$ cat src/hw/microword_pkg.sv
// Purpose: shared constants for the microword field decoder
// Assumes: 47-bit microword, field lsb positions below, 8-bit data path
// Notes: apb offsets are byte addresses of aligned 32-bit words
package microword_pkg;
  localparam int DATA_W = 8;
  localparam int WORD_W = 47;
  localparam int ADDR_W = 12;

  // field lsb positions and widths inside the microword
  localparam int CN_LSB = 0;
  localparam int CN_W = 6;
  localparam int PN_POS = 6;
  localparam int CD_LSB = 7;
  localparam int CD_W = 5;
  localparam int CV_POS = 12;
  localparam int CC_LSB = 13;
  localparam int CC_W = 3;
  localparam int CS_LSB = 16;
  localparam int CS_W = 4;
  localparam int PC_POS = 20;
  localparam int PS_POS = 21;
  localparam int BY_POS = 22;
  localparam int CH_LSB = 23;
  localparam int CH_W = 4;
  localparam int CL_LSB = 27;
  localparam int CL_W = 4;
  localparam int CA_LSB = 31;
  localparam int CA_W = 5;
  localparam int CB_LSB = 36;
  localparam int CB_W = 2;
  localparam int CK_LSB = 38;
  localparam int CK_W = 8;
  localparam int PA_POS = 46;
  localparam int MOD_W = 5;

  typedef enum logic [2:0] {
    ALU_ADD_C0 = 3'h0,
    ALU_ADD_C1 = 3'h1,
    ALU_AND = 3'h2,
    ALU_OR = 3'h3,
    ALU_ADD_SET = 3'h4,
    ALU_ADD_LOAD = 3'h5,
    ALU_ADD_CHAIN = 3'h6,
    ALU_XOR = 3'h7
  } alu_op_e;

  localparam logic [4:0] A_SRC_ZERO = 5'h00;
  localparam logic [4:0] A_SRC_ERR = 5'h0d;
  localparam logic [4:0] A_SRC_STOP = 5'h11;
  localparam logic [1:0] B_SRC_ZERO = 2'h0;
  localparam logic [1:0] B_SRC_EXT = 2'h1;
  localparam logic [1:0] B_SRC_CONST = 2'h2;
  localparam logic [1:0] B_SRC_DEV = 2'h3;

  localparam logic [4:0] DST_OP = 5'h08;
  localparam logic [4:0] DST_DR = 5'h0c;
  localparam logic [4:0] DST_FT = 5'h0d;
  localparam logic [4:0] DST_FC = 5'h0e;
  localparam logic [4:0] DST_IG = 5'h0f;
  localparam logic [4:0] DST_SW = 5'h10;

  localparam logic [3:0] CH_MODSW = 4'h8;
  localparam logic [3:0] CL_XA = 4'h6;

  localparam int ST_INDEX_EN = 1;
  localparam int ST_NZ = 2;
  localparam int ST_CARRY = 3;

  localparam logic [ADDR_W-1:0] REG_CTRL = 12'h000;
  localparam logic [ADDR_W-1:0] REG_STAT = 12'h004;
  localparam logic [ADDR_W-1:0] REG_STBITS = 12'h008;
  localparam logic [ADDR_W-1:0] REG_ADDR = 12'h00c;
  localparam logic [ADDR_W-1:0] REG_ERR = 12'h010;
  localparam logic [ADDR_W-1:0] REG_DEV = 12'h014;

  localparam int CTRL_RUN = 0;
  localparam int CTRL_RESUME = 1;
  localparam int STAT_HALT = 0;
  localparam int STAT_DCHK = 1;
  localparam int STAT_STOP = 2;
  localparam int STAT_PAR_LSB = 3;
  localparam logic [31:0] REG_RESET = 32'h0000_0000;
endpackage

$ cat src/hw/microword_field_decoder.sv
// Purpose: decode one control-store microword per machine cycle
// Assumes: pclk 250 MHz, microword and operand inputs on pclk
// Notes: tags, index and check-stop switch are pins, synchronised here
//
// The APB interface to the registers and the register addresses were decided locally.
`timescale 1ns/1ns

// Behaviour
// - ops 0,1: add/sub, carry-in 0/1
// - ops 2,3,7: and, or, xor
// - op 4: carry-out sets carry status bit
// - op 5: carry-in one, load carry bit
// - op 6: carry bit in, carry loaded
// - complement field inverts b operand
// - status field sets/clears bits, nonzero set
// - odd parity over first control group
// - odd parity over second field group
// - bypass puts a on bus, parity-checks
// - high branch forces or tests status/op
// - high branch tests channel tags, carry
// - value eight clears, with DST_SW loads module select
// - low branch forces or tests status/op
// - value five tests zero latch
// - value six loads address from a bus
// - values 8,9,a test channel tags
// - value e tests gated index
// - a source: zero, error reg, stop
// - b source: zero or device reg
// - constant field as b operand
// - next-address field high six bits
// - destination routes d bus, always visible
module microword_field_decoder
  import microword_pkg::*;
(
  // clock and reset
  input wire logic pclk,
  input wire logic presetn,
  // apb slave
  input wire logic [microword_pkg::ADDR_W-1:0] paddr,
  input wire logic psel,
  input wire logic penable,
  input wire logic pwrite,
  input wire logic [31:0] pwdata,
  output logic [31:0] prdata,
  output logic pready,
  output logic pslverr,
  // control store word and operand sources
  input wire logic [microword_pkg::WORD_W-1:0] uword,
  input wire logic uword_valid,
  input wire logic [microword_pkg::DATA_W-1:0] a_reg_data,
  input wire logic a_reg_parity,
  input wire logic [microword_pkg::DATA_W-1:0] b_ext_data,
  // pins from outside the clock domain
  input wire logic [7:0] channel_tag_bits,
  input wire logic index_pulse,
  input wire logic check_stop_sw,
  // decoded results
  output logic [microword_pkg::DATA_W-1:0] d_bus,
  output logic [4:0] dest_sel,
  output logic dest_strobe,
  output logic [7:0] next_address,
  output logic [microword_pkg::MOD_W-1:0] module_sel,
  output logic [7:0] status_bits,
  output logic [microword_pkg::DATA_W-1:0] operation_reg,
  output logic format_reg,
  output logic function_reg,
  output logic [1:0] interface_gate_reg,
  output logic halted,
  output logic data_check
);
  typedef struct packed {
    logic [9:0] sy1;
    logic [9:0] sy2;
    logic [9:0] sy3;
    logic [9:0] syf;
    logic run;
    logic halted;
    logic data_check;
    logic stopped;
    logic [2:0] par_err;
    logic [7:0] st;
    logic carry_l;
    logic zero_l;
    logic [DATA_W-1:0] op_reg;
    logic [DATA_W-1:0] dev_reg;
    logic [DATA_W-1:0] err_reg;
    logic fmt;
    logic fn;
    logic [1:0] ig;
    logic [DATA_W-1:0] d_bus;
    logic [4:0] dest;
    logic dest_vld;
    logic [7:0] next_addr;
    logic [MOD_W-1:0] module_sel;
    logic pready;
    logic pslverr;
    logic [31:0] prdata;
  } state_s;

  state_s s_q;
  state_s s_d;

  // microword fields
  logic [CN_W-1:0] f_cn;
  logic [CD_W-1:0] f_cd;
  logic f_cv;
  alu_op_e f_cc;
  logic [CS_W-1:0] f_cs;
  logic f_by;
  logic [CH_W-1:0] f_ch;
  logic [CL_W-1:0] f_cl;
  logic [CA_W-1:0] f_ca;
  logic [CB_W-1:0] f_cb;
  logic [CK_W-1:0] f_ck;
  logic [DATA_W-1:0] a_bus;
  logic [DATA_W-1:0] b_bus;
  logic [DATA_W-1:0] alu_res;
  logic alu_co;
  logic alu_cset;
  logic alu_cload;
  logic [DATA_W-1:0] d_val;
  logic exec;
  logic hi_bit;
  logic lo_bit;
  logic [2:0] par_bad;
  logic apb_setup;
  logic apb_wr;

  // field extraction
  always_comb begin
    f_cn = uword[CN_LSB +: CN_W];
    f_cd = uword[CD_LSB +: CD_W];
    f_cv = uword[CV_POS];
    f_cc = alu_op_e'(uword[CC_LSB +: CC_W]);
    f_cs = uword[CS_LSB +: CS_W];
    f_by = uword[BY_POS];
    f_ch = uword[CH_LSB +: CH_W];
    f_cl = uword[CL_LSB +: CL_W];
    f_ca = uword[CA_LSB +: CA_W];
    f_cb = uword[CB_LSB +: CB_W];
    f_ck = uword[CK_LSB +: CK_W];
  end

  function automatic logic hi_test(input logic [3:0] ch, input logic [7:0] st,
                                   input logic [7:0] op, input logic [7:0] tag,
                                   input logic carry);
    case (ch)
      4'h0: hi_test = 1'b0;
      4'h1: hi_test = 1'b1;
      4'h2: hi_test = st[0];
      4'h3: hi_test = op[6];
      4'h4: hi_test = st[2];
      4'h5: hi_test = st[4];
      4'h6: hi_test = st[6];
      4'h7: hi_test = tag[7];
      4'h8: hi_test = 1'b0;
      4'h9: hi_test = carry;
      4'ha: hi_test = tag[2];
      4'hb: hi_test = tag[4];
      4'hc: hi_test = tag[6];
      4'hd: hi_test = op[0];
      4'he: hi_test = op[2];
      4'hf: hi_test = op[4];
      default: hi_test = 1'b0;
    endcase
  endfunction

  function automatic logic lo_test(input logic [3:0] cl, input logic [7:0] st,
                                   input logic [7:0] op, input logic [7:0] tag,
                                   input logic zero, input logic idx);
    case (cl)
      4'h0: lo_test = 1'b0;
      4'h1: lo_test = 1'b1;
      4'h2: lo_test = st[3];
      4'h3: lo_test = st[5];
      4'h4: lo_test = st[7];
      4'h5: lo_test = zero;
      4'h8: lo_test = tag[1];
      4'h9: lo_test = tag[3];
      4'ha: lo_test = tag[5];
      4'hb: lo_test = op[1];
      4'hc: lo_test = op[3];
      4'hd: lo_test = op[5];
      4'he: lo_test = idx & st[ST_INDEX_EN];
      4'hf: lo_test = op[7];
      default: lo_test = 1'b0;
    endcase
  endfunction

  // status control: codes 1 to 9 clear when odd, set when even (6 only on a nonzero result); codes a to f clear when even, set when odd
  function automatic logic [7:0] apply_cs(input logic [7:0] st, input logic [3:0] cs,
                                          input logic nz);
    logic [7:0] r;
    r = st;
    case (cs)
      4'h1: r[0] = 1'b0;
      4'h2: r[0] = 1'b1;
      4'h3: r[1] = 1'b0;
      4'h4: r[1] = 1'b1;
      4'h5: r[2] = 1'b0;
      4'h6: r[2] = r[2] | nz;
      4'h7: r[3] = 1'b0;
      4'h8: r[3] = 1'b1;
      4'h9: r[4] = 1'b0;
      4'ha: r[5] = 1'b0;
      4'hb: r[5] = 1'b1;
      4'hc: r[6] = 1'b0;
      4'hd: r[6] = 1'b1;
      4'he: r[7] = 1'b0;
      4'hf: r[7] = 1'b1;
      default: r = st;
    endcase
    return r;
  endfunction

  function automatic logic [31:0] read_reg(input logic [ADDR_W-1:0] a, input state_s s);
    logic [31:0] r;
    r = REG_RESET;
    case (a)
      REG_CTRL: r[CTRL_RUN] = s.run;
      REG_STAT: r[7:0] = {2'b00, s.par_err, s.stopped, s.data_check, s.halted};
      REG_STBITS: r[7:0] = s.st;
      REG_ADDR: r[15:0] = {3'b000, s.module_sel, s.next_addr};
      REG_ERR: r[DATA_W-1:0] = s.err_reg;
      REG_DEV: r[DATA_W-1:0] = s.dev_reg;
      default: r = REG_RESET;
    endcase
    return r;
  endfunction

  function automatic logic mapped(input logic [ADDR_W-1:0] a);
    return (a == REG_CTRL) || (a == REG_STAT) || (a == REG_STBITS) ||
           (a == REG_ADDR) || (a == REG_ERR) || (a == REG_DEV);
  endfunction

  // operand buses
  always_comb begin
    case (f_ca)
      A_SRC_ZERO, A_SRC_STOP: a_bus = '0;
      A_SRC_ERR: a_bus = s_q.err_reg;
      default: a_bus = a_reg_data;
    endcase
    case (f_cb)
      B_SRC_ZERO: b_bus = '0;
      B_SRC_EXT: b_bus = b_ext_data;
      B_SRC_CONST: b_bus = f_ck;
      B_SRC_DEV: b_bus = s_q.dev_reg;
      default: b_bus = '0;
    endcase
  end

  alu_unit #(
    .W(DATA_W)
  ) u_alu (
    .a_in(a_bus),
    .b_in(b_bus),
    .complement(f_cv),
    .op(f_cc),
    .carry_st(s_q.st[ST_CARRY]),
    .result(alu_res),
    .carry_out(alu_co),
    .carry_set(alu_cset),
    .carry_load(alu_cload)
  );

  always_comb begin
    d_val = f_by ? a_bus : alu_res;
    exec = uword_valid && s_q.run && !s_q.halted;
    hi_bit = hi_test(f_ch, s_q.st, s_q.op_reg, s_q.syf[7:0], s_q.carry_l);
    lo_bit = lo_test(f_cl, s_q.st, s_q.op_reg, s_q.syf[7:0], s_q.zero_l, s_q.syf[8]);
    // each group plus its own bit must hold an odd count of ones
    par_bad[0] = ~^{uword[CV_POS], f_cs, f_cd, f_cc, f_by, uword[PC_POS]};
    par_bad[1] = ~^{f_ca, f_cb, f_ck, f_ch, f_cl, uword[PA_POS], uword[PS_POS]};
    par_bad[2] = ~^{f_cn, uword[PN_POS]};
    apb_setup = psel && !penable;
    apb_wr = psel && penable && s_q.pready && pwrite && !s_q.pslverr;
  end

  always_comb begin
    s_d = s_q;
    // three-stage synchroniser, value taken once stages two and three agree
    s_d.sy1 = {check_stop_sw, index_pulse, channel_tag_bits};
    s_d.sy2 = s_q.sy1;
    s_d.sy3 = s_q.sy2;
    s_d.syf = (s_q.sy2 & s_q.sy3) | (s_q.syf & (s_q.sy2 ^ s_q.sy3));
    s_d.dest_vld = 1'b0;

    // apb: data latched in setup, zero-wait access phase
    s_d.pready = apb_setup;
    if (apb_setup) begin
      s_d.pslverr = !mapped(paddr) || (paddr[1:0] != 2'b00);
      s_d.prdata = read_reg(paddr, s_q);
    end else begin
      s_d.pslverr = 1'b0;
    end
    // software clears come first so hardware sets in the same cycle win
    if (apb_wr) begin
      case (paddr)
        REG_CTRL: begin
          s_d.run = pwdata[CTRL_RUN];
          if (pwdata[CTRL_RESUME]) begin
            s_d.halted = 1'b0;
            s_d.data_check = 1'b0;
            s_d.stopped = 1'b0;
          end
        end
        REG_STAT: s_d.par_err = s_q.par_err & ~pwdata[STAT_PAR_LSB +: 3];
        REG_ERR: s_d.err_reg = pwdata[DATA_W-1:0];
        default: s_d.err_reg = s_d.err_reg;
      endcase
    end

    if (exec) begin
      s_d.d_bus = d_val;
      s_d.dest = f_cd;
      s_d.dest_vld = 1'b1;
      s_d.zero_l = (d_val == '0);
      s_d.carry_l = alu_co;
      s_d.par_err = s_d.par_err | par_bad;
      s_d.st = apply_cs(s_q.st, f_cs, d_val != '0);
      if (alu_cset) begin
        s_d.st[ST_CARRY] = 1'b1;
      end
      if (alu_cload) begin
        s_d.st[ST_CARRY] = alu_co;
      end
      case (f_cd)
        DST_OP: s_d.op_reg = d_val;
        DST_DR: s_d.dev_reg = d_val;
        DST_FT: s_d.fmt = f_cn[0];
        DST_FC: s_d.fn = f_cn[0];
        DST_IG: s_d.ig = {2{f_cn[0]}};
        default: s_d.fmt = s_d.fmt;
      endcase
      if (f_cl == CL_XA) begin
        s_d.next_addr = a_bus;
      end else begin
        s_d.next_addr = {f_cn, hi_bit, lo_bit};
      end
      if (f_ch == CH_MODSW && f_cd == DST_SW) begin
        s_d.module_sel = f_ck[MOD_W-1:0];
      end
      // a mismatch stops execution until software resumes
      if (f_by && (a_reg_parity != ~^a_bus)) begin
        s_d.data_check = 1'b1;
        s_d.halted = 1'b1;
      end
      if (f_ca == A_SRC_STOP && s_q.syf[9]) begin
        s_d.stopped = 1'b1;
        s_d.halted = 1'b1;
      end
    end
  end

  always_ff @(posedge pclk or negedge presetn) begin
    if (!presetn) begin
      s_q <= '0;
    end else begin
      s_q <= s_d;
    end
  end

  assign prdata = s_q.prdata;
  assign pready = s_q.pready;
  assign pslverr = s_q.pslverr;
  assign d_bus = s_q.d_bus;
  assign dest_sel = s_q.dest;
  assign dest_strobe = s_q.dest_vld;
  assign next_address = s_q.next_addr;
  assign module_sel = s_q.module_sel;
  assign status_bits = s_q.st;
  assign operation_reg = s_q.op_reg;
  assign format_reg = s_q.fmt;
  assign function_reg = s_q.fn;
  assign interface_gate_reg = s_q.ig;
  assign halted = s_q.halted;
  assign data_check = s_q.data_check;
endmodule

$ cat src/hw/alu_unit.sv
// Purpose: eight-function alu with true or complement b operand
// Assumes: purely combinational, one result per machine cycle
// Notes: carry status update is reported, the caller owns the bit
`timescale 1ns/1ns
module alu_unit
  import microword_pkg::*;
#(
  parameter int W = DATA_W
) (
  // operands
  input wire logic [W-1:0] a_in,
  input wire logic [W-1:0] b_in,
  input wire logic complement,
  input wire microword_pkg::alu_op_e op,
  input wire logic carry_st,
  // results
  output logic [W-1:0] result,
  output logic carry_out,
  output logic carry_set,
  output logic carry_load
);
  logic [W-1:0] b_eff;
  logic cin;
  logic [W:0] sum;

  always_comb begin
    b_eff = complement ? ~b_in : b_in;
    case (op)
      ALU_ADD_C1, ALU_ADD_LOAD: cin = 1'b1;
      ALU_ADD_CHAIN: cin = carry_st;
      default: cin = 1'b0;
    endcase
    sum = {1'b0, a_in} + {1'b0, b_eff} + {{W{1'b0}}, cin};
    carry_out = 1'b0;
    case (op)
      ALU_AND: result = a_in & b_eff;
      ALU_OR: result = a_in | b_eff;
      ALU_XOR: result = a_in ^ b_eff;
      default: begin
        result = sum[W-1:0];
        carry_out = sum[W];
      end
    endcase
    // opcodes 0 and 1 leave the carry status alone
    carry_set = (op == ALU_ADD_SET) && sum[W];
    carry_load = (op == ALU_ADD_LOAD) || (op == ALU_ADD_CHAIN);
  end
endmodule

$ cat config.mk
export PLATFORM = sky130hd
export DESIGN_NAME = microword_field_decoder
export DESIGN_NICKNAME = d
export VERILOG_FILES = /design/src/hw/microword_pkg.sv /design/src/hw/microword_field_decoder.sv /design/src/hw/alu_unit.sv
export SDC_FILE = /design/constraint.sdc
export NUM_CORES = 1
export LEC_CHECK = 0
export ABC_AREA = 1
export BUFFER_PORTS_ARGS = -buffer_cell sky130_fd_sc_hd__buf_2
export CORE_ASPECT_RATIO = 1.1
export CORE_MARGIN = 5
export CORE_UTILIZATION = 59
export DETAILED_ROUTE_END_ITERATION = 8
export PLACE_DENSITY = 0.87
export SLEW_MARGIN = 20
export SYNTH_ARGS = -nofsm -noshare
export SYNTH_HDL_FRONTEND = slang
export SYNTH_SLANG_ARGS = --single-unit
export TNS_END_PERCENT = 50
$ cat constraint.sdc
create_clock -name pclk -period 5.8 [get_ports pclk]
set_clock_uncertainty 0.2 [all_clocks]
set_input_delay 1.16 -clock pclk [delete_from_list [all_inputs] [get_ports pclk]]
set_output_delay 1.16 -clock pclk [all_outputs]
set_load 0.01 [all_outputs]
==> metrics.md, run 1 <==
| Metric | Value |
|---|---|
| Max_cap viols | 0 |
| Die outline height | 133.4 µm |
| Clock network fraction of design power | 36.6% |
| Final Hold Violating Endpoints | 0 |
| Largest stage delay on the critical path | roughly 450 ps |
| Critical Path Fanout Max | 12 |
| Placed Cells | about 1300 |
| Most used flip-flop cell after synthesis | sky130_fd_sc_hd__dfrtp_1 |
| Combinational Power Share | between 20% and 30% |
| Number of routed nets with antenna violations | 0 |
| Fin. max-slew vios | 0 |
| Post-detailed-route wirelength per cell | 17.17 µm |
| Horizontal die dimension | ~120 µm |
| Starting density of the core | between 50% and 60% |
| Part of the power in registers | 37.2% |
| Flip-flop and latch count after synthesis | roughly 120 |
| Maximum clock insertion buffer count | 2 |
| Category of the worst setup path launch point | primary input |
| Vias in the first global route | roughly 7000 |
| Area post-placement | 8648 µm² |
| Worst-case vdd ir drop | 0.1915 mV |
| Share of the core filled with cells in the final layout | 67.75% |
| EDFF count, synth | 0 |
| Setup slack on the worst flop-to-flop path | between 2000 and 3000 ps |
| Number of H-tree levels | 4 |
| Async S/R FF share, synth | 100.0% |
| Num rows | between 40 and 50 |
| Post-route total power | roughly 3.1 mW |
| Die Area | ~16000 µm² |
| Fmax | 234.5 MHz |
| Post-detailed-placement half-perimeter wirelength | between 15 and 20 mm |
| Number of clock buffers inserted by TritonCTS | 17 |
| Status | completed |
| Global-route wire length before repair | around 35 mm |
| Post-cts resize count | 0 |
| Data arrival time of the critical path | between 4000 and 5000 ps |
| Tightest hold margin | between 100 and 150 ps |
| Clock tree from TritonCTS | built |
| Pre-CTS worst setup slack | about 1200 ps |
| Net switching fraction of the power | between 30% and 40% |
| Most flops, register | s_q |
| Syn-to-layout area delta | 13.57% |
| Initial antenna violation count | 0 |
| Share of the cycle needed by the critical path after routing | between 70% and 80% |
| Number of I/O port buffers | between 150 and 200 |
| Kind of end point of the critical path | flip-flop |
| Overflow after GRT | 0 |
| Sum of negative setup slack | 0 ps |
| DRC violation count after routing | 0 |
| Yosys warnings | 0 |
| Path type of the worst setup path | primary input to flip-flop |
| Worst slew pin tran | slightly above 900 ps |
| DR vias | about 7400 |
| Number of top-level pins | 207 |
| Routed WL | ~23 mm |
| Clock network latency to the later pin of the worst-skew pair | ~430 ps |
| DR iter-0 viols | around 830 |
| Clock tree root buffer cell | sky130_fd_sc_hd__clkbuf_16 |
| Worst max-slew margin expressed relative to the limit | 39.66% |
| Unrepaired setup endpoints after global routing | false |
| Crit path time final | roughly 4300 ps |
| Part of the Yosys area used for sequential elements | a little under two fifths |
| Largest net degree at the start of global routing | 74 |
| Net load switching power | 1.050 mW |
| Final design area excluding fillers | roughly 9300 µm² |
| Via density | roughly 5.6 |
| Final setup slack of the worst path | approximately 1500 ps |
| Critical path cell sequence | buf_2 -> inv_1 -> ha_1 -> nand3_4 -> inv_1 -> nand2_1 -> nand2_2 -> inv_1 -> fa_1 -> fa_1 -> inv_1 -> nand4_1 -> nand4_1 -> nand3_1 -> nand2_1 -> nand2_1 -> a21oi_1 -> nand3_1 -> nand3_1 -> nand2_1 |
| Setup violations, final | 0 |
| Clock transition time at the flip-flop clock pins of the worst setup and hold paths | around 60 ps |
| Flip-flop count of the largest register, all copies and words added | 41 |
| Int Power | around 2 mW |
| Average cell area after synthesis | approximately 8.1 µm² |
| Cell with the biggest individual delay on the critical path | sky130_fd_sc_hd__fa_1 |
| Number of buffers added to fix hold violations after cts | 0 |
| Cell area power density | between 300 and 400 nW/µm² |
| GPL Wtd Cong | about 0.98 |
| Total core area | about 14000 µm² |
| Fraction of final layout cells with drive strength greater than 1 | 20.92% |
| Distinct cells, synth | 48 |
| Leakage power figure | a little under 5 nW |
| Syn Inst Count | between 1000 and 1500 |
| Required time reported for the critical path endpoint | 5910 ps |
| Setup Fix Bufs, Post-CTS | 0 |
| Gr usage total | ~28% |
| Post-Syn Area | approximately 8200 µm² |
| Iteration count of the initial detailed-routing pass | 6 |
| Kind of path behind the tightest hold check | flip-flop to flip-flop |
| # nets final | about 1300 |
| Count of antenna diodes in the layout | 0 |
| CTS sink cnt | between 100 and 150 |
| Final std cells w/o fill | roughly 1300 |
[layout by cell type, fill, tap and decap left out, types with 17 or more instances in the layout]
master                      instances
sky130_fd_sc_hd__inv_1            116
sky130_fd_sc_hd__buf_2            160
sky130_fd_sc_hd__conb_1            20
sky130_fd_sc_hd__nand4_1           17
sky130_fd_sc_hd__nand2_1          251
sky130_fd_sc_hd__xor2_1            20
sky130_fd_sc_hd__nand3_1           63
sky130_fd_sc_hd__clkbuf_16         17
sky130_fd_sc_hd__nor2_1            51
sky130_fd_sc_hd__xnor2_1           26
sky130_fd_sc_hd__ha_1              63
sky130_fd_sc_hd__dfrtp_1          121
sky130_fd_sc_hd__o21ai_0           68
[final cells by class]
| cell class | instances | area [µm²] |
|---|---|---|
| fill | 1093 | 4412 |
| multi-input combinational | 697 | 4098 |
| sequential | 121 | 3028 |
| timing repair buffer | 165 | 838.3 |
| inverter | 119 | 449.2 |
| clock buffer | 18 | 429.2 |
| tap | 188 | 235.2 |
| clock inverter | 13 | 192.7 |
[synthesized netlist by cell type (3+ instances only)]
cell type                     n  area share (%)
sky130_fd_sc_hd__o2111ai_1    3            0.32
sky130_fd_sc_hd__nor2_1      51             2.3
sky130_fd_sc_hd__nand2_4      3            0.41
sky130_fd_sc_hd__nand3_4      4            0.86
sky130_fd_sc_hd__clkbuf_1    11            0.51
sky130_fd_sc_hd__a31oi_1      8            0.61
sky130_fd_sc_hd__nand4_1     17             1.3
sky130_fd_sc_hd__mux2_2       9             1.2
sky130_fd_sc_hd__inv_1      116             5.3
sky130_fd_sc_hd__nand3_1     63             3.9
sky130_fd_sc_hd__nand2_2      6            0.46
sky130_fd_sc_hd__dfrtp_1    121              37
sky130_fd_sc_hd__buf_4       78             7.2
sky130_fd_sc_hd__a32o_1       3            0.37
sky130_fd_sc_hd__o31ai_1      3            0.28
sky130_fd_sc_hd__xor2_1      20             2.1
sky130_fd_sc_hd__a21oi_1     16            0.98
sky130_fd_sc_hd__a21o_1       9            0.83
sky130_fd_sc_hd__nor2_2       6            0.46
sky130_fd_sc_hd__xnor2_1     26             2.8
sky130_fd_sc_hd__ha_1        63             9.7
sky130_fd_sc_hd__a211oi_1     6            0.55
sky130_fd_sc_hd__nand2_1    251              12
sky130_fd_sc_hd__o21ai_0     68             4.2
sky130_fd_sc_hd__nor3_1       7            0.43
sky130_fd_sc_hd__o22ai_1      9            0.69
sky130_fd_sc_hd__o21ai_1      3            0.18
[critical path, delay by kind of cell]
kind            cells  cell delay (ps)
simple gates       11             1280
fa+ha+maj           3             1150
buf+inv             5              600
compound gates      1              180
[path summary, 6_finish.rpt]
kind,startpoint,depth (start not counted),endpoint
worst max-delay path,uword[32],20,status_bits[2]$_DFFE_PN0P_
worst min-delay path,s_d[128]$_DFF_PN0_,0,s_d[118]$_DFF_PN0_
worst max register to register,s_q[73]$_DFFE_PN0P_,16,status_bits[2]$_DFFE_PN0P_
worst min register to register,s_d[128]$_DFF_PN0_,0,s_d[118]$_DFF_PN0_
max in group asynchronous,presetn,2,prdata[2]$_DFFE_PN0P_
min in group asynchronous,presetn,1,d_bus[0]$_DFFE_PN0P_
[power by group through the flow]
stage | combinational [mW] | clock [mW] | sequential, mW
after detailed placement | 0.795 | 0 | 1.15
final | 0.806 | 1.13 | 1.15
after global routing | 0.884 | 1.17 | 1.16
after CTS | 0.801 | 1.13 | 1.14
after global placement | 0.770 | 0 | 1.15
after floorplan | 0.644 | 0 | 1.10
[routing by layer]
metal | GRT usage, % | part of all wire [%] | up-vias
met5 | 0 | 0 | -
met4 | 13.38 | 4.4 | 0
met3 | 7.558 | 10 | 86
met2 | 44.59 | 47 | 459
met1 | 34.69 | 38 | 3420
li1 | - | - | 3410
[cells by family after synthesis]
| logic type | Yosys count | share of synthesized area, % |
|---|---|---|
| compound gates | 138 | 10.12 |
| xor+xnor | 46 | 4.936 |
| fa+ha+maj | 65 | 10.15 |
| buf+inv | 213 | 13.58 |
| flops | 121 | 37.09 |
| mux | 9 | 1.242 |
| other cells | 1 | 0.04594 |
| simple gates | 419 | 22.84 |
Note: power is estimated with default switching activity, not from simulation.
==> run 2: changes to the inputs <==
Settings changed: CORE_UTILIZATION 59 to 54, PLACE_DENSITY 0.87 to 0.81.
Clock period 5.8 ns to 4.1 ns, I/O delays scaled along.
==> run 2 against run 1 <==
Net effect: clock-buffer cell count stayed put; clock power is 30% higher; non-clock buffer count is 14 higher; design area is 0.90% higher; flip-flop and latch count stayed put; critical path depth is 2 higher; setup slack worse by 1000 ps; wire length is 1.4% higher; sequential share of layout area is 0.29 points lower; highest routed layer unchanged; final cell count is 1.7% higher.
==> metrics.md, run 2 (same netlist as run 1, synthesis figures left out) <==
| Metric | Value |
|---|---|
| Status | completed |
| Post-detailed-placement half-perimeter wirelength | between 15 and 20 mm |
| Endpoint of the worst register-to-register path | status_bits[2]$_DFFE_PN0P_ |
| DRC violation count after routing | 0 |
| Count of antenna diodes in the layout | 0 |
| Share of the core filled with cells in the final layout | between 60% and 70% |
| Setup violations, final | 0 |
| Number of H-tree levels | 4 |
| Crit path time final | approximately 3600 ps |
| Kind of end point of the critical path | flip-flop |
| GPL Wtd Cong | 0.9601 |
| Max_cap viols | 0 |
| Hold Path Cell Cnt | 0 |
| Worst max-slew margin expressed relative to the limit | between 40% and 50% |
| Required time reported for the critical path endpoint | about 4200 ps |
| Syn-to-layout area delta | 14.59% |
| DR iter-0 viols | 687 |
| Path type of the worst setup path | primary input to flip-flop |
| Clock tree from TritonCTS | built |
| Fin. max-slew vios | 0 |
| Final setup slack of the worst path | 539.6 ps |
| DR vias | around 7000 |
| Die outline height | 139.0 µm |
| Unrepaired setup endpoints after global routing | false |
| Number of buffers added to fix hold violations after cts | 0 |
| Fmax | about 280 MHz |
| RR Startpoint | s_q[73]$_DFFE_PN0P_ |
| Cell count of the worst reg-to-reg path | 18 |
| Horizontal die dimension | 127.2 µm |
| Post-detailed-route wirelength per cell | roughly 17 µm |
| Global-route wire length before repair | about 36 mm |
| Critical Path Fanout Max | 7 |
| Number of top-level pins | a little over 200 |
| Fraction of final layout cells with drive strength greater than 1 | between 20% and 30% |
| Number of I/O port buffers | 161 |
| Number of routed nets with antenna violations | 0 |
| Final design area excluding fillers | between 9000 and 10000 µm² |
| Cell with the biggest individual delay on the critical path | sky130_fd_sc_hd__fa_1 |
| Area post-placement | between 8000 and 9000 µm² |
| Vias in the first global route | 6907 |
| Routed WL | 23.00 mm |
| Critical Path Most Common Cell | sky130_fd_sc_hd__nand2_1 |
| Die Area | 17680 µm² |
| Iteration count of the initial detailed-routing pass | 6 |
| Via density | 5.304 |
| Maximum clock insertion buffer count | 2 |
| Starting density of the core | a little over half |
| Worst hold start | s_d[134]$_DFF_PN0_ |
| Largest stage delay on the critical path | 440 ps |
| Largest net degree at the start of global routing | between 60 and 70 |
| Setup Fix Bufs, Post-CTS | 0 |
| Num rows | between 40 and 50 |
| Most frequent cells in the layout | sky130_fd_sc_hd__nand2_1 (251), sky130_fd_sc_hd__buf_2 (160), sky130_fd_sc_hd__dfrtp_1 (121) |
| Overflow after GRT | 0 |
| Most common library cell in the layout ignoring fill and taps | sky130_fd_sc_hd__nand2_1 |
| Tightest hold margin | approximately 140 ps |
| Layout filler cell count | approximately 1300 |
| Critical path cell sequence | buf_2 -> inv_1 -> ha_1 -> nand3_4 -> inv_1 -> nand2_1 -> nand2_2 -> inv_1 -> fa_1 -> fa_1 -> inv_1 -> nand3_1 -> nand3_1 -> xor2_1 -> nand2_1 -> nand2_1 -> nand2_1 -> nand2_1 -> nor2_2 -> nand3_1 -> nand3_1 -> nand2_1 |
| Flip-flop count of the largest register, all copies and words added | 41 |
| # nets final | between 1000 and 1500 |
| Number of clock buffers inserted by TritonCTS | 17 |
| CTS sink cnt | 121 |
| Kind of path behind the tightest hold check | flip-flop to flip-flop |
| Buffering stage count on the worst path with inverters included | 5 |
| Clock transition time at the flip-flop clock pins of the worst setup and hold paths | roughly 60 ps |
| Post-cts resize count | 0 |
| Data arrival time of the critical path | roughly 3700 ps |
| Pre-CTS worst setup slack | roughly 160 ps |
| Most flops, register | s_q |
| Sum of negative setup slack | 0 ps |
| Worst slew pin tran | around 800 ps |
| Category of the worst setup path launch point | primary input |
| Leakage power figure | between 4 and 5 nW |
| Setup slack on the worst flop-to-flop path | around 950 ps |
| Share of the cycle needed by the critical path after routing | 86.84% |
| Initial antenna violation count | 0 |
| Final Hold Violating Endpoints | 0 |
| Worst-case vdd ir drop | between 0.3 and 0.4 mV |
| Endpoint of the worst hold path | s_d[124]$_DFF_PN0_ |
| Total core area | between 10000 and 15000 µm² |
| CP delay by family, top | simple AND/OR/NAND/NOR gates |
| Clock network latency to the later pin of the worst-skew pair | 430 ps |
| Gr usage total | between 20% and 30% |
| Clock tree root buffer cell | sky130_fd_sc_hd__clkbuf_16 |
| Cell area power density | roughly 450 nW/µm² |
run 2: cell count changes in the layout (fill, tap and decap cells not counted):
cell	before	now
sky130_fd_sc_hd__clkinv_2	1	2
sky130_fd_sc_hd__buf_4	5	18
sky130_fd_sc_hd__clkbuf_1	1	0
sky130_fd_sc_hd__inv_8	0	2
sky130_fd_sc_hd__bufinv_16	4	1
sky130_fd_sc_hd__buf_12	0	1
sky130_fd_sc_hd__clkbuf_8	0	1
sky130_fd_sc_hd__inv_6	3	4
run 2: worst reg2reg max path: cells and delay by family (launching register included):
kind	cells	cell delay, ps
xor gates and xnor gates	2	270
adders and majority gates	2	930
and+or+nand+nor	13	1130
DFF	1	440
buffers and inverters	1	90
run 2: area by class of cell:
cell class,instances,area [µm²],area share [%]
multi-input cells,697,4098,43.81
repair buffers,179,955.9,10.22
well taps,196,245.2,2.622
inverters,119,449.2,4.802
flip-flops and latches,121,3028,32.37
clock inverters,14,138.9,1.485
clock buffers,18,439.2,4.695
run 2: worst max path at each step:
stage,slack (ps),cells past startpoint,end,start
after floorplan,470,19,status_bits[2]$_DFFE_PN0P_,uword[36]
after global placement,190,22,status_bits[2]$_DFFE_PN0P_,uword[32]
after detailed placement,160,22,status_bits[2]$_DFFE_PN0P_,uword[32]
after CTS,540,22,status_bits[2]$_DFFE_PN0P_,uword[32]
after global routing,190,22,status_bits[2]$_DFFE_PN0P_,uword[32]
final,540,22,status_bits[2]$_DFFE_PN0P_,uword[32]
run 2: power by group:
| group | total (mW) | internal, mW | switching [mW] |
|---|---|---|---|
| clock | 1.47 | 0.865 | 0.609 |
| sequential | 1.62 | 1.42 | 0.204 |
| combinational | 1.16 | 0.447 | 0.710 |
| total | 4.25 | 2.73 | 1.52 |
run 2: per-layer routing:
metal	routed length, µm	track usage (%)	vias up
met4	787	11.46	0
li1	-	-	3435
met1	9170	33.20	3299
met3	2116	5.663	52
met2	10930	42.36	342
met5	0	0	-
run 2: stage by stage:
step                cells  total power [mW]
global placement     1312             2.755
floorplan            1031             2.464
CTS                  1344             4.261
global route         1344             4.472
detailed placement   1312             2.780
finish               1344             4.252
==> run 3: changes to the inputs <==
Settings changed: CORE_UTILIZATION 54 to 55, PLACE_DENSITY 0.81 to 0.82, SYNTH_HIERARCHICAL set to 1.
==> run 3 against run 2 <==
Net effect: combinational power is 48% lower; global-route usage fell by 0.80 points; critical path depth fell by 1; largest power group is now the clock network.
==> metrics.md, run 3 <==
| Metric | Value |
|---|---|
| Initial antenna violation count | 2 |
| Number of H-tree levels | 4 |
| # nets final | roughly 1300 |
| Required time reported for the critical path endpoint | ~4200 ps |
| EDFF count, synth | 0 |
| Top cells by count, synth | sky130_fd_sc_hd__nand2_1 (217), sky130_fd_sc_hd__dfrtp_1 (121), sky130_fd_sc_hd__inv_1 (116) |
| Final Hold Violating Endpoints | 0 |
| DRC violation count after routing | 0 |
| Kind of end point of the critical path | flip-flop |
| Worst-case vdd ir drop | 0.3024 mV |
| Part of the Yosys area used for sequential elements | a little under two fifths |
| Sum of negative setup slack | 0 ps |
| Most flops, register | s_q |
| Net switching fraction of the power | between 20% and 30% |
| Clock network latency to the later pin of the worst-skew pair | between 400 and 500 ps |
| Num rows | 47 |
| DR iter-0 viols | between 700 and 800 |
| Critical Path Fanout Max | 9 |
| Tightest hold margin | around 43 ps |
| DR vias | 7142 |
| Via density | around 5.3 |
| Top area cells in the synthesized netlist | sky130_fd_sc_hd__dfrtp_1 (37%), sky130_fd_sc_hd__nand2_1 (9.9%), sky130_fd_sc_hd__ha_1 (8.8%), sky130_fd_sc_hd__buf_4 (6.9%), sky130_fd_sc_hd__inv_1 (5.3%) |
| CTS sink cnt | around 120 |
| Routed WL | 22.20 mm |
| Post-detailed-placement half-perimeter wirelength | about 17 mm |
| Int Power | between 2 and 2.5 mW |
| Combinational Power Share | between 10% and 20% |
| Clock transition time at the flip-flop clock pins of the worst setup and hold paths | 70 ps |
| Flip-flop and latch count after synthesis | ~120 |
| Starting density of the core | between 50% and 60% |
| Global-route wire length before repair | between 30 and 40 mm |
| Syn-to-layout area delta | 14.67% |
| Leakage power figure | between 5 and 6 nW |
| Number of buffers added to fix hold violations after cts | 0 |
| Yosys warnings | 6 |
| Total core area | roughly 15000 µm² |
| Overflow after GRT | 0 |
| Async S/R FF share, synth | between 90% and 100% |
| Most used flip-flop cell after synthesis | sky130_fd_sc_hd__dfrtp_1 |
| Most frequently used cell type in the post-synthesis netlist | sky130_fd_sc_hd__nand2_1 |
| Number of I/O port buffers | between 150 and 200 |
| Net load switching power | roughly 1.0 mW |
| Largest net degree at the start of global routing | 109 |
| Dominant cell type by area after synthesis | sky130_fd_sc_hd__dfrtp_1 |
| Die Area | 17550 µm² |
| Horizontal die dimension | 126.8 µm |
| GPL Wtd Cong | between 0.9 and 1 |
| Gr usage total | 25.19% |
| Data arrival time of the critical path | approximately 3600 ps |
| Syn Inst Count | between 1000 and 1500 |
| Unrepaired setup endpoints after global routing | false |
| Clock tree from TritonCTS | built |
| Most frequent cells in the layout | sky130_fd_sc_hd__nand2_1 (217), sky130_fd_sc_hd__buf_2 (160), sky130_fd_sc_hd__dfrtp_1 (121) |
| Fraction of final layout cells with drive strength greater than 1 | between 20% and 30% |
| Iteration count of the initial detailed-routing pass | 5 |
| Die outline height | 138.4 µm |
| Cell area power density | 357.4 nW/µm² |
| Status | completed |
| Number of clock buffers inserted by TritonCTS | 17 |
| Fmax | 282.3 MHz |
| Post-Syn Area | 8247 µm² |
| Part of the power in registers | between 30 and 40% |
| Kind of path behind the tightest hold check | primary input to asynchronous set/reset pin |
| Setup Fix Bufs, Post-CTS | 0 |
| Share of the cycle needed by the critical path after routing | a little under nine tenths |
| Post-detailed-route wirelength per cell | ~17 µm |
| Number of routed nets with antenna violations | 0 |
| Final setup slack of the worst path | 558.0 ps |
| Post-cts resize count | 0 |
| Clock network fraction of design power | 45.6% |
| Vias in the first global route | approximately 7000 |
| Clock tree root buffer cell | sky130_fd_sc_hd__clkbuf_16 |
| Post-route total power | roughly 3.4 mW |
| Number of top-level pins | 207 |
| Fin. max-slew vios | 0 |
| Setup violations, final | 0 |
| Category of the worst setup path launch point | primary input |
| Maximum clock insertion buffer count | 2 |
| Synth top area share | 36.72% |
| Path type of the worst setup path | primary input to flip-flop |
| Worst max-slew margin expressed relative to the limit | a little under three fifths |
| Setup slack on the worst flop-to-flop path | a little over 1000 ps |
| Average cell area after synthesis | between 8 and 9 µm² |
| Crit path time final | about 3500 ps |
| Pre-CTS worst setup slack | roughly 210 ps |
| Worst slew pin tran | 636.5 ps |
| Max_cap viols | 0 |
| Most common library cell in the layout ignoring fill and taps | sky130_fd_sc_hd__nand2_1 |
| Flip-flop count of the largest register, all copies and words added | 41 |
| Distinct cells, synth | 53 |
run 3: cell types whose count changed in the layout (fill, tap and decap cells not counted), moves of 12 or more:
cell	delta
sky130_fd_sc_hd__o21ai_1	+34
sky130_fd_sc_hd__xor2_1	-12
sky130_fd_sc_hd__nand2_1	-34
sky130_fd_sc_hd__o21ai_0	-28
sky130_fd_sc_hd__nor2_4	+16
run 3: path summary, 6_finish.rpt:
check                                     from                    endpoint  cells after the start
setup / recovery                     uword[32]  status_bits[2]$_DFFE_PN0P_                     21
hold reg to reg             s_d[133]$_DFF_PN0_          s_d[123]$_DFF_PN0_                      0
max in group asynchronous              presetn            halted$_DFF_PN0_                      2
setup reg to reg           s_q[73]$_DFFE_PN0P_  status_bits[2]$_DFFE_PN0P_                     19
min in group pclk           s_d[133]$_DFF_PN0_          s_d[123]$_DFF_PN0_                      0
hold / removal                         presetn          s_d[130]$_DFF_PN0_                      1
run 3: cells by family (layout without fill, tap and decap cells):
group                    count (synthesis)  after routing  share of synthesized area [%]
AO/OA/AOI/OAI                          169            169                          12.97
XOR/XNOR                                40             40                          4.248
adder cells (fa/ha/maj)                 60             60                          9.285
buffers and inverters                  225            341                          14.17
flip-flops                             121            121                          36.72
multiplexers                             5              5                         0.6827
other                                    1             22                        0.04547
AND/OR/NAND/NOR                        385            385                          21.88
run 3: worst max-delay path, cell delays in order:
cell and delay, ps:
sky130_fd_sc_hd__buf_2 80, sky130_fd_sc_hd__inv_1 50, sky130_fd_sc_hd__ha_1 230, sky130_fd_sc_hd__nand3_4 200, sky130_fd_sc_hd__nand3_4 210, sky130_fd_sc_hd__o21bai_2 330, sky130_fd_sc_hd__inv_1 80, sky130_fd_sc_hd__ha_1 350
sky130_fd_sc_hd__or2_1 270, sky130_fd_sc_hd__nand3b_1 120, sky130_fd_sc_hd__nand2_1 60, sky130_fd_sc_hd__nand2_1 50, sky130_fd_sc_hd__nand2_1 40, sky130_fd_sc_hd__nand2_1 50, sky130_fd_sc_hd__nand2_1 70, sky130_fd_sc_hd__o21ai_2 150
sky130_fd_sc_hd__nand2_1 70, sky130_fd_sc_hd__nor2_1 120, sky130_fd_sc_hd__nand2_1 130, sky130_fd_sc_hd__nand2_1 90, sky130_fd_sc_hd__a21oi_1 60
run 3: power by group through the flow:
| stage | clock network, mW | logic (mW) | registers (mW) |
|---|---|---|---|
| finish | 1.54 | 0.605 | 1.23 |
| global route | 1.61 | 0.673 | 1.24 |
| CTS | 1.55 | 0.601 | 1.23 |
| detailed placement | 0 | 0.596 | 1.25 |
| global placement | 0 | 0.588 | 1.25 |
| floorplan | 0 | 0.398 | 1.25 |
run 3: per-stage QoR:
| step | instances | instance area [µm²] | utilization [%] |
|---|---|---|---|
| after floorplan | 1025 | 8318 | - |
| after global placement | 1305 | 8846 | 59.46 |
| after detailed placement | 1305 | 8846 | 59.46 |
| after CTS | 1337 | 9452 | 63.53 |
| after global routing | 1339 | 9457 | 63.56 |
| final | 1339 | 9457 | 63.56 |
run 3: layout make-up:
cell class / count / area [µm²]
sequential: 121 / 3028
multi-input combinational: 679 / 4121
antenna: 2 / 5.005
clock buffer: 17 / 425.4
timing repair buffer: 181 / 970.9
tap: 196 / 245.2
fill: 1256 / 5421
inverter: 128 / 480.5
clock inverter: 15 / 180.2
run 3: routing by layer:
| metal | global-route usage, % | vias to the layer above | share of wire (%) |
|---|---|---|---|
| met5 | 0 | - | 0 |
| met4 | 10.78 | 0 | 3.7 |
| met3 | 4.321 | 55 | 7.5 |
| met2 | 40.89 | 304 | 48 |
| met1 | 33.22 | 3357 | 40 |
| li1 | - | 3426 | - |
